<file path="src/dsam_pkg.sv">
package dsam_pkg;

    // ------------------------------------------------------------
    // instruction fields
    // ------------------------------------------------------------
    localparam int MAJOR_LSB = 26;
    localparam int RT_LSB    = 21;
    localparam int RS_LSB    = 16;
    localparam int ACC_LSB   = 14;
    localparam int RD_LSB    = 11;
    localparam int MINOR_LSB = 6;

    localparam logic [5:0]  MAJOR_POOL       = 6'h00;
    localparam logic [5:0]  EXT_POOL         = 6'h3c;
    localparam logic [4:0]  ZERO_FIELD       = 5'h00;
    localparam logic [7:0]  MINOR_SHIFT_IN   = 8'h09;
    localparam logic [7:0]  MINOR_WR_LOW     = 8'hc1;
    localparam logic [10:0] MINOR_PH_MUL     = 11'h02d;
    localparam logic [10:0] MINOR_PH_MUL_SAT = 11'h42d;

    // ------------------------------------------------------------
    // control register and datapath
    // ------------------------------------------------------------
    localparam int          POS_LSB    = 0;
    localparam int          POS_W      = 6;
    localparam logic [5:0]  POS_STEP   = 6'h20;
    localparam int          OUFLAG_BIT = 21;
    localparam logic [31:0] CTL_RESET  = 32'h0000_0000;
    localparam logic [63:0] ACC_RESET  = 64'h0;
    localparam int          HALF_W     = 32;
    localparam int          LANE_W     = 16;

    localparam logic signed [31:0] LANE_MAX = 32'sh0000_7fff;
    localparam logic signed [31:0] LANE_MIN = 32'shffff_8000;
    localparam logic [15:0]        SAT_MAX  = 16'h7fff;
    localparam logic [15:0]        SAT_MIN  = 16'h8000;

    typedef enum logic [2:0] {
        OP_NONE,
        OP_SHIFT_IN,
        OP_WR_LOW,
        OP_PH_MUL,
        OP_PH_MUL_SAT
    } dsam_op_t;

endpackage

</file>
<file path="src/dsam_datapath.sv">
`timescale 1ns/1ns
// How it works
// - shift-in decoded: pools 000000/111100, minor 00001001, 25:21 zero
// - shift-in moves old accumulator low half into its upper half
// - shift-in loads accumulator low half from the source register
// - shift-in adds 32 to the six-bit position field of control
// - two-bit selector picks one of four accumulators, zero is legacy pair
// - shift-in never raises a data-dependent exception
// - low write decoded: pools 000000/111100, minor 11000001, 25:21 zero
// - low-half write copies source into low half, upper half kept
// - paired multiply decoded by minor 00000101101, saturating 10000101101
// - each signed halfword lane multiplied into a 32-bit product
// - plain variant writes low 16 bits of each lane product
// - saturating variant clamps lanes to 7fff or 8000
// - saturating variant sets control bit 21 on any lane overflow
// - multiplies leave accumulators one to three unchanged
// - multiply raises reserved-instruction or dsp-disabled exception
// - upper half is bits 63:32, lower half bits 31:0
module dsam_datapath #(
    parameter int NUM_ACC = 4
) (
    input  wire logic        I_CLK,
    input  wire logic        I_RST_N,
    input  wire logic        I_VALID,
    input  wire logic [31:0] I_INSTR,
    input  wire logic [31:0] I_RS_DATA,
    input  wire logic [31:0] I_RT_DATA,
    input  wire logic        I_DSP_EN,
    input  wire logic        I_DSP_R2_EN,
    input  wire logic        I_CTL_WE,
    input  wire logic [31:0] I_CTL_WDATA,
    input  wire logic [1:0]  I_ACC_RD_SEL,
    output logic             O_WB_VALID,
    output logic             O_WB_RD_WE,
    output logic [4:0]       O_WB_RD_ADDR,
    output logic [31:0]      O_WB_RD_DATA,
    output logic             O_EXC_RI,
    output logic             O_EXC_DSP_DIS,
    output logic [31:0]      O_DSP_CONTROL,
    output logic [63:0]      O_ACC_RD_DATA
);

    // ------------------------------------------------------------
    // parameter check
    // ------------------------------------------------------------
    // the selector field is two bits wide, so exactly four fit
    if (NUM_ACC != 4) begin : g_bad_num_acc
        $error("NUM_ACC must be 4");
    end

    // ------------------------------------------------------------
    // state
    // ------------------------------------------------------------
    typedef struct packed {
        logic [NUM_ACC-1:0][63:0] acc;
        logic [31:0]              ctl;
        logic                     wb_valid;
        logic                     rd_we;
        logic [4:0]               rd_addr;
        logic [31:0]              rd_data;
        logic                     exc_ri;
        logic                     exc_dis;
        logic [63:0]              acc_rd;
    } dsam_state_t;

    dsam_state_t s_q;
    dsam_state_t s_d;

    // ------------------------------------------------------------
    // decode
    // ------------------------------------------------------------
    dsam_pkg::dsam_op_t op;
    logic [1:0]         sel;
    logic [4:0]         rd_field;
    logic               axf_form;
    logic               is_mul;
    logic               need_dsp;
    logic               take_ri;
    logic               take_dis;
    logic               go;

    assign sel      = I_INSTR[dsam_pkg::ACC_LSB +: 2];
    assign rd_field = I_INSTR[dsam_pkg::RD_LSB +: 5];
    assign axf_form =
        (I_INSTR[dsam_pkg::MAJOR_LSB +: 6] == dsam_pkg::MAJOR_POOL) &&
        (I_INSTR[5:0] == dsam_pkg::EXT_POOL) &&
        (I_INSTR[dsam_pkg::RT_LSB +: 5] == dsam_pkg::ZERO_FIELD);

    always_comb begin
        op = dsam_pkg::OP_NONE;
        if (axf_form &&
            I_INSTR[dsam_pkg::MINOR_LSB +: 8] ==
            dsam_pkg::MINOR_SHIFT_IN) begin
            op = dsam_pkg::OP_SHIFT_IN;
        end else if (axf_form &&
            I_INSTR[dsam_pkg::MINOR_LSB +: 8] ==
            dsam_pkg::MINOR_WR_LOW) begin
            op = dsam_pkg::OP_WR_LOW;
        end else if (I_INSTR[dsam_pkg::MAJOR_LSB +: 6] ==
            dsam_pkg::MAJOR_POOL) begin
            if (I_INSTR[10:0] == dsam_pkg::MINOR_PH_MUL) begin
                op = dsam_pkg::OP_PH_MUL;
            end else if (I_INSTR[10:0] ==
                dsam_pkg::MINOR_PH_MUL_SAT) begin
                op = dsam_pkg::OP_PH_MUL_SAT;
            end
        end
    end

    assign is_mul   = (op == dsam_pkg::OP_PH_MUL) ||
                      (op == dsam_pkg::OP_PH_MUL_SAT);
    // accumulator zero with the low-half write is a base-core move
    assign need_dsp = is_mul || (op == dsam_pkg::OP_SHIFT_IN) ||
                      ((op == dsam_pkg::OP_WR_LOW) && (sel != 2'h0));
    // only the opcode and enables feed these, never operand data
    assign take_ri  = I_VALID && is_mul && !I_DSP_R2_EN;
    assign take_dis = I_VALID && need_dsp && !I_DSP_EN &&
                      !take_ri;
    assign go       = I_VALID && (op != dsam_pkg::OP_NONE) &&
                      !take_ri && !take_dis;

    // ------------------------------------------------------------
    // paired halfword multiply
    // ------------------------------------------------------------
    logic signed [31:0] prod_hi;
    logic signed [31:0] prod_lo;
    logic [16:0]        sat_hi;
    logic [16:0]        sat_lo;
    logic [31:0]        mul_wrap;
    logic [31:0]        mul_sat;
    logic               mul_ovf;

    function automatic logic [16:0] lane_sat(
        input logic signed [31:0] p
    );
        logic [16:0] r;
        r = {1'b0, p[15:0]};
        if (p > dsam_pkg::LANE_MAX) begin
            r = {1'b1, dsam_pkg::SAT_MAX};
        end else if (p < dsam_pkg::LANE_MIN) begin
            r = {1'b1, dsam_pkg::SAT_MIN};
        end
        return r;
    endfunction

    assign prod_hi  = $signed(I_RS_DATA[31:16]) *
                      $signed(I_RT_DATA[31:16]);
    assign prod_lo  = $signed(I_RS_DATA[15:0]) *
                      $signed(I_RT_DATA[15:0]);
    assign sat_hi   = lane_sat(prod_hi);
    assign sat_lo   = lane_sat(prod_lo);
    assign mul_wrap = {prod_hi[15:0], prod_lo[15:0]};
    assign mul_sat  = {sat_hi[15:0], sat_lo[15:0]};
    assign mul_ovf  = sat_hi[16] || sat_lo[16];

    // ------------------------------------------------------------
    // next state
    // ------------------------------------------------------------
    always_comb begin
        s_d          = s_q;
        s_d.wb_valid = 1'b0;
        s_d.rd_we    = 1'b0;
        s_d.exc_ri   = take_ri;
        s_d.exc_dis  = take_dis;
        s_d.acc_rd   = s_q.acc[I_ACC_RD_SEL];
        // a control write in the same cycle is applied first, so a
        // flag the instruction sets is never lost to it
        if (I_CTL_WE) begin
            s_d.ctl = I_CTL_WDATA;
        end
        if (go) begin
            s_d.wb_valid = 1'b1;
            unique case (op)
                dsam_pkg::OP_SHIFT_IN: begin
                    s_d.acc[sel] = {s_q.acc[sel][31:0],
                                    I_RS_DATA};
                    // a position of 32 or above simply wraps
                    s_d.ctl[dsam_pkg::POS_LSB +: dsam_pkg::POS_W] =
                        s_d.ctl[dsam_pkg::POS_LSB +: dsam_pkg::POS_W] +
                        dsam_pkg::POS_STEP;
                end
                dsam_pkg::OP_WR_LOW: begin
                    s_d.acc[sel][31:0] = I_RS_DATA;
                end
                dsam_pkg::OP_PH_MUL: begin
                    // accumulators stay as they are, zero included
                    s_d.rd_we   = 1'b1;
                    s_d.rd_addr = rd_field;
                    s_d.rd_data = mul_wrap;
                end
                dsam_pkg::OP_PH_MUL_SAT: begin
                    s_d.rd_we   = 1'b1;
                    s_d.rd_addr = rd_field;
                    s_d.rd_data = mul_sat;
                    if (mul_ovf) begin
                        s_d.ctl[dsam_pkg::OUFLAG_BIT] = 1'b1;
                    end
                end
                dsam_pkg::OP_NONE: begin
                end
            endcase
        end
    end

    // one register stage: every effect lands on the same edge
    always_ff @(posedge I_CLK) begin
        if (!I_RST_N) begin
            s_q     <= '0;
            s_q.acc <= {NUM_ACC{dsam_pkg::ACC_RESET}};
            s_q.ctl <= dsam_pkg::CTL_RESET;
        end else begin
            s_q <= s_d;
        end
    end

    // ------------------------------------------------------------
    // outputs
    // ------------------------------------------------------------
    assign O_WB_VALID    = s_q.wb_valid;
    assign O_WB_RD_WE    = s_q.rd_we;
    assign O_WB_RD_ADDR  = s_q.rd_addr;
    assign O_WB_RD_DATA  = s_q.rd_data;
    assign O_EXC_RI      = s_q.exc_ri;
    assign O_EXC_DSP_DIS = s_q.exc_dis;
    assign O_DSP_CONTROL = s_q.ctl;
    assign O_ACC_RD_DATA = s_q.acc_rd;

    // ------------------------------------------------------------
    // checks
    // ------------------------------------------------------------
    logic [31:0] cur_low;
    logic [31:0] cur_high;
    logic [5:0]  pos_q;

    assign cur_low  = s_q.acc[sel][31:0];
    assign cur_high = s_q.acc[sel][63:32];
    assign pos_q    = s_q.ctl[5:0];

    a_shift_high_moves: assert property (
        @(posedge I_CLK) disable iff (!I_RST_N)
        go && op == dsam_pkg::OP_SHIFT_IN |=>
        s_q.acc[$past(sel)][63:32] == $past(cur_low)
    ) else $error("shift-in lost old low half");

    a_shift_low_loads: assert property (
        @(posedge I_CLK) disable iff (!I_RST_N)
        go && op == dsam_pkg::OP_SHIFT_IN |=>
        s_q.acc[$past(sel)][31:0] == $past(I_RS_DATA)
    ) else $error("shift-in low half wrong");

    a_pos_adds_step: assert property (
        @(posedge I_CLK) disable iff (!I_RST_N)
        go && op == dsam_pkg::OP_SHIFT_IN && !I_CTL_WE |=>
        pos_q == 6'($past(pos_q) + 6'h20)
    ) else $error("position not advanced by 32");

    a_shift_no_exc: assert property (
        @(posedge I_CLK) disable iff (!I_RST_N)
        I_VALID && op == dsam_pkg::OP_SHIFT_IN && I_DSP_EN |=>
        !O_EXC_RI && !O_EXC_DSP_DIS && O_WB_VALID
    ) else $error("shift-in raised an exception");

    a_low_write_keeps: assert property (
        @(posedge I_CLK) disable iff (!I_RST_N)
        go && op == dsam_pkg::OP_WR_LOW |=>
        s_q.acc[$past(sel)] == {$past(cur_high), $past(I_RS_DATA)}
    ) else $error("low-half write wrong");

    a_mul_wraps: assert property (
        @(posedge I_CLK) disable iff (!I_RST_N)
        go && op == dsam_pkg::OP_PH_MUL |=>
        O_WB_RD_WE && O_WB_RD_DATA == $past(mul_wrap) &&
        O_WB_RD_ADDR == $past(rd_field)
    ) else $error("plain multiply result wrong");

    a_mul_clamps: assert property (
        @(posedge I_CLK) disable iff (!I_RST_N)
        go && op == dsam_pkg::OP_PH_MUL_SAT |=>
        O_WB_RD_DATA == $past(mul_sat)
    ) else $error("saturating multiply result wrong");

    a_ovf_flag_set: assert property (
        @(posedge I_CLK) disable iff (!I_RST_N)
        go && op == dsam_pkg::OP_PH_MUL_SAT && mul_ovf |=>
        O_DSP_CONTROL[21]
    ) else $error("overflow flag not set");

    a_acc_untouched: assert property (
        @(posedge I_CLK) disable iff (!I_RST_N)
        go && is_mul |=> $stable(s_q.acc)
    ) else $error("multiply changed an accumulator");

    a_ri_refuses: assert property (
        @(posedge I_CLK) disable iff (!I_RST_N)
        I_VALID && is_mul && !I_DSP_R2_EN |=>
        O_EXC_RI && !O_WB_VALID && !O_WB_RD_WE
    ) else $error("reserved instruction not raised");

    a_dis_refuses: assert property (
        @(posedge I_CLK) disable iff (!I_RST_N)
        I_VALID && is_mul && I_DSP_R2_EN && !I_DSP_EN && !I_CTL_WE |=>
        O_EXC_DSP_DIS && !O_WB_VALID && $stable(O_DSP_CONTROL[21])
    ) else $error("dsp disabled not raised");

    a_commit_together: assert property (
        @(posedge I_CLK) disable iff (!I_RST_N)
        O_WB_RD_WE |-> O_WB_VALID && !O_EXC_RI && !O_EXC_DSP_DIS
    ) else $error("writeback split from retire");

endmodule

</file>
<file path="config.mk">
export PLATFORM = sky130hd
export DESIGN_NAME = dsam_datapath
export DESIGN_NICKNAME = d
export VERILOG_FILES = /design/src/dsam_pkg.sv /design/src/dsam_datapath.sv
export SDC_FILE = /design/constraint.sdc
export NUM_CORES = 2
export LEC_CHECK = 0
export BUFFER_PORTS_ARGS = -buffer_cell sky130_fd_sc_hd__buf_2
export CAP_MARGIN = 20
export CORE_MARGIN = 5
export CORE_UTILIZATION = 60
export DETAILED_ROUTE_END_ITERATION = 8
export GPL_TIMING_DRIVEN = 0
export PLACE_DENSITY = 0.79
export SLEW_MARGIN = 20
export SYNTH_ARGS = -nofsm -noshare
export SYNTH_HDL_FRONTEND = slang
export SYNTH_SLANG_ARGS = --single-unit
export TNS_END_PERCENT = 1
</file>
<file path="constraint.sdc">
create_clock -name I_CLK -period 8.6 [get_ports I_CLK]
set_input_delay 0.43 -clock I_CLK [delete_from_list [all_inputs] [get_ports I_CLK]]
set_output_delay 0.43 -clock I_CLK [all_outputs]
set_load 0.005 [all_outputs]
</file>
* Yosys cells after proc, flatten, opt, wreduce, memory -nomap -nowiden
Cells that the tools add are included.
** Cells by class
- Multiplexer cells :: 27
- Div/mod/pow operators :: 0
- Shifts and indexed selects :: 0
- Equal/unequal tests :: 9
- Bitwise gates (word level) :: 0
- Add/subtract/negate cells :: 1
- Multipliers :: 2
- Reductions and logical operators :: 31
- $lt $le $gt $ge :: 7
** Operator list (number)
- 256-bit bitwise mux :: 2
- 256-bit one-hot mux with 2 select lines :: 1
- 64-bit binary-select mux with 2-bit select :: 2
- 64-bit demux with 2-bit select :: 2
- 64-bit 2-to-1 mux :: 2
- 38-bit one-hot mux with 2 select lines :: 1
- 17-bit 2-to-1 mux :: 4
- 32-bit by 16-bit > comparator with 1-bit output (second input constant) :: 2
- 32-bit by 16-bit < comparator with 1-bit output (second input constant) :: 2
- 16-bit by 16-bit multiplier with 32-bit output :: 2
- 32-bit 2-to-1 mux :: 2
- 45-bit 2-to-1 mux :: 1
- 22-bit 2-to-1 mux :: 1
- 3-bit 2-to-1 mux :: 5
- 1-bit logical AND :: 14
- 11-bit equality test (second input constant) :: 1
- 11-bit by 6-bit equality test with 1-bit output (second input constant) :: 1
- 8-bit by 4-bit equality test with 1-bit output (second input constant) :: 1
- 8-bit equality test (second input constant) :: 1
- 6-bit adder (second input constant) :: 1
- 3-bit by 2-bit equality test with 1-bit output (second input constant) :: 2
- 6-bit equality test (second input constant) :: 1
- 6-bit zero test :: 1
- 2-bit by 3-bit < comparator with 1-bit output (second input constant) :: 2
- other kinds (11) :: 23
** Word-level totals
- Bits in read-only memories :: 0
- Memories :: 0
- Input bits :: 136
- Bits in latches :: 0
- Register bits after elaboration :: 393
- Logic and storage cells :: 90
- Memory bits (writable) :: 0

* Longest topological paths before layout
- Word-level depth :: 16
- Gate-level depth with buffers :: 27
- Depth with buffers taken out :: 24

* Worst setup path after synthesis
OpenSTA, ideal clock, no wires.
- Path type :: input to register
- Start :: input I_RS_DATA[15]
- End :: register s_q, in the netlist O_WB_RD_DATA[10]
- Arrival :: 7403 ps
- Cell stages on the path :: 24
- Data required time :: 8481 ps
- Slack :: 1078 ps
- Cells stage by stage :: clkbuf_1 clkbuf_1 nand2_1 fa_1 inv_1 fa_1 fa_1 fa_1 fa_1 inv_1 fa_1 inv_1 ha_1 and2_1 a211o_1 o211ai_1 a21boi_0 or4_1 and2_1 or4b_1 nand4bb_4 a21oi_2 buf_4 a21oi_1
** On the way
- Longest elaborated chain between the ends :: 5
** RTL lines
- from (decl) :: line dsam_datapath.sv:26 : input wire logic [31:0] I_RS_DATA,
- 16-bit by 16-bit multiplier with 32-bit output * :: line dsam_datapath.sv:148 : assign prod_lo = $signed(I_RS_DATA[15:0]) *
- 32-bit by 16-bit < comparator with 1-bit output :: line dsam_datapath.sv:140 : end else if (p < dsam_pkg::LANE_MIN) begin
- 17-bit 2-to-1 mux :: line dsam_datapath.sv:140
- 17-bit 2-to-1 mux * :: line dsam_datapath.sv:138 : if (p > dsam_pkg::LANE_MAX) begin
- 38-bit one-hot mux with 2 select lines * :: line dsam_datapath.sv:173 : unique case (op)
- to (decl) :: line dsam_datapath.sv:66 : dsam_state_t s_q;
Every way passes the cells marked *; elsewhere a longest branch is shown, timed or not. The select of a mux whose other input is x is not followed.
A chain may end at the register's enable or synchronous reset.

* Final worst setup path
- Start :: input I_RS_DATA[11]
- End :: register s_q, in the netlist O_WB_RD_DATA[14]
** On the way
- Longest elaborated chain between the ends :: 5
** RTL lines (line)
- 16-bit by 16-bit multiplier with 32-bit output * :: dsam_datapath.sv:148
- 32-bit by 16-bit < comparator with 1-bit output :: dsam_datapath.sv:140
- 17-bit 2-to-1 mux :: dsam_datapath.sv:140
- 17-bit 2-to-1 mux :: dsam_datapath.sv:138
- 38-bit one-hot mux with 2 select lines * :: dsam_datapath.sv:173
Marks and branches as above.

==> impl_results.md <==
* Status: finished clean
* Synth Warn # at 0
* Vias in the first global route at 31900
* Fin Clk Skew at 0.0213 ns
* Filler cell count at 5238
* Die height at 262 um
* CTS tree: yes
* Largest net degree at the start of global routing at 17
* Cell count after synthesis at 4179
* FP Rows at 92
* Hold Vio Cnt, Final at 0
* Worst slew margin at 0.237
* Vias at 30500
* Vias/cell at 5.71
* Leading post-synthesis cells by cell area: fa_1, dfxtp_1, nand2_1
* Crit end category: flop
* CP Max Fanout at 10
* Max H-tree Level at 2
* Post-synth top flop: dfxtp_1
* Register area share after synthesis at 0.206
* DRT Wirelength at 108000 um
* EDFF count, synth at 0
* Post-synth top area cell: fa_1
* Hold Path Class: primary input to flop
* Peak Freq at 118 MHz
* HPWL after DPL at 87700 um
* Clk Latency, worst-skew pair at 0.55 ns
* Overflow after GRT at 0
* CTS Buf Count at 38
* Final Setup Violations at 0
* Max Cap Viol at 0
* Num ports at 273
* Syn_area_per_cell at 9.13 um^2
* Max Buffers Root-to-Sink at 3
* Chip width at 262 um
* WL/cell at 20.2 um
* Total nets after synthesis at 5003
* Synth top cells by count: nand2_1, inv_1, fa_1
* ANT nets after route at 0
* Root buf cell: clkbuf_16
* Tmin final at 8.47 ns
* Die area at 68800 um^2
* Port bufs at 246
* Placed Cells at 5272
* CP required at 9.02 ns
* RSZ-0062 raised after global routing: true
* # DRC at 0
* Layout area overhead at 9.71%
* Crit path DAT at 8.89 ns
* Final slew viol count at 0
* First-pass GRT wire length at 173000 um
* Core box area at 63100 um^2
* Gpl congestion at 0.972
* #FFs+latches synth at 393
* Worst-Margin Slew at 1.15 ns
* Top-count cell post-synth: nand2_1
* Initial antenna violation count at 6
* Crit-path max cell delay at 0.60 ns
* Most frequent cell on the critical path: fa_1
* Proportion of layout cells with a drive suffix above 1 at 0.126
* Async SR Flop Fraction at 0
* Distinct cell type count after synthesis at 75
* Setup Buffers After CTS at 0
* Total GRT Usage at 0.312
* Slowest cell on the critical path: clkbuf_1
* Starting Density at 0.605
* Area share of the leading cell type in the synthesized netlist at 0.275
* Sequential cell area at 7870 um^2
* Fin cells at 5342
* Clk slew on worst S/H paths at 0.07 ns
* Clock Sinks at 393
* Initial DRC count at 2477
* Cell Area, Synth at 38200 um^2
* Final Net Count at 5287
* Initial DRT Pass Iterations at 6
* Crit start category: primary input
* Final period utilization at 0.984
* Worst setup path category: primary input to flop
* Multi-input logic area at 26200 um^2
-- metal layers --
layer  share of wire  GRT usage
met1            0.39      0.414
met2            0.46      0.502
met3            0.11     0.0776
met4           0.042      0.114
met5         0.00012          0
-- worst paths after layout --
kind | start | to | slack (ns) | cells past startpoint
hold / removal | I_CTL_WDATA[3] | O_DSP_CONTROL[3] | 0.14 | 3
setup reg to reg | s_q[211] | s_q[371] | 6.83 | 6
hold reg to reg | s_q[311] | s_q[311] | 0.46 | 2
setup / recovery | I_RS_DATA[11] | O_WB_RD_DATA[14] | 0.13 | 25
-- logic make-up after synthesis --
logic type / synth area share
flops: 0.206
mux: 0.0721
fa+ha+maj: 0.329
simple gates: 0.170
buf+inv: 0.108
compound gates: 0.101
xor+xnor: 0.0147
-- cell type report --
type	count	area share
multi-input combinational	2822	0.626
antenna	5	0.000299
timing repair buffer	247	0.0295
sequential	393	0.188
inverter	579	0.0519
tap	846	0.0253
clock inverter	20	0.00678
buffer	382	0.0466
clock buffer	48	0.0260
-- registers in the layout, summed over array words and instances, names as in the netlist --
register	cells
O_WB_RD_DATA	32
O_WB_VALID	1
O_ACC_RD_DATA	64
s_q	256
O_WB_RD_ADDR	5
O_DSP_CONTROL	32
O_EXC_DSP_DIS	1
O_WB_RD_WE	1
O_EXC_RI	1
-- metrics by stage --
step           utilization  hold WS [ns]  setup TNS [ns]  instance area, um^2  setup slack (ns)
3_5_place_dp         0.642         0.446          -14.59                40500            -0.607
2_1_floorplan            -         0.431               0                38200              1.08
6_report             0.664         0.143               0                41900             0.134
4_1_cts              0.663         0.130               0                41900            0.0435
5_1_grt              0.664         0.135          -0.571                41900           -0.0642
3_3_place_gp         0.641         0.437          -11.52                40500            -0.444
-- critical path: cells and delay by family --
| kind | cells | cell delay, ns |
|---|---|---|
| simple gates | 5 | 1.73 |
| compound gates | 5 | 1.21 |
| mux | 1 | 0.35 |
| fa+ha+maj | 7 | 3.44 |
| buf+inv | 7 | 1.71 |
-- placed cells by master (no fill, tap or decap), drive strengths merged, types with 86 or more instances in the layout --
master,synthesis,routed
nor2,106,106
ha,164,164
o21ai,86,86
fa,524,524
inv,579,582
and2,302,302
dfxtp,393,393
mux2i,114,114
nand2,653,653
a21boi,158,158
clkbuf,223,268
buf,162,409
a21oi,101,101
-- repair_timing --
action	in CTS	in global routing
gates resized for setup	2	7
setup endpoints to repair	10	32
hold buffers	0	0
Power is not shown: default switching activity piles up to over one toggle a cycle in this logic, so the estimate is an artifact.
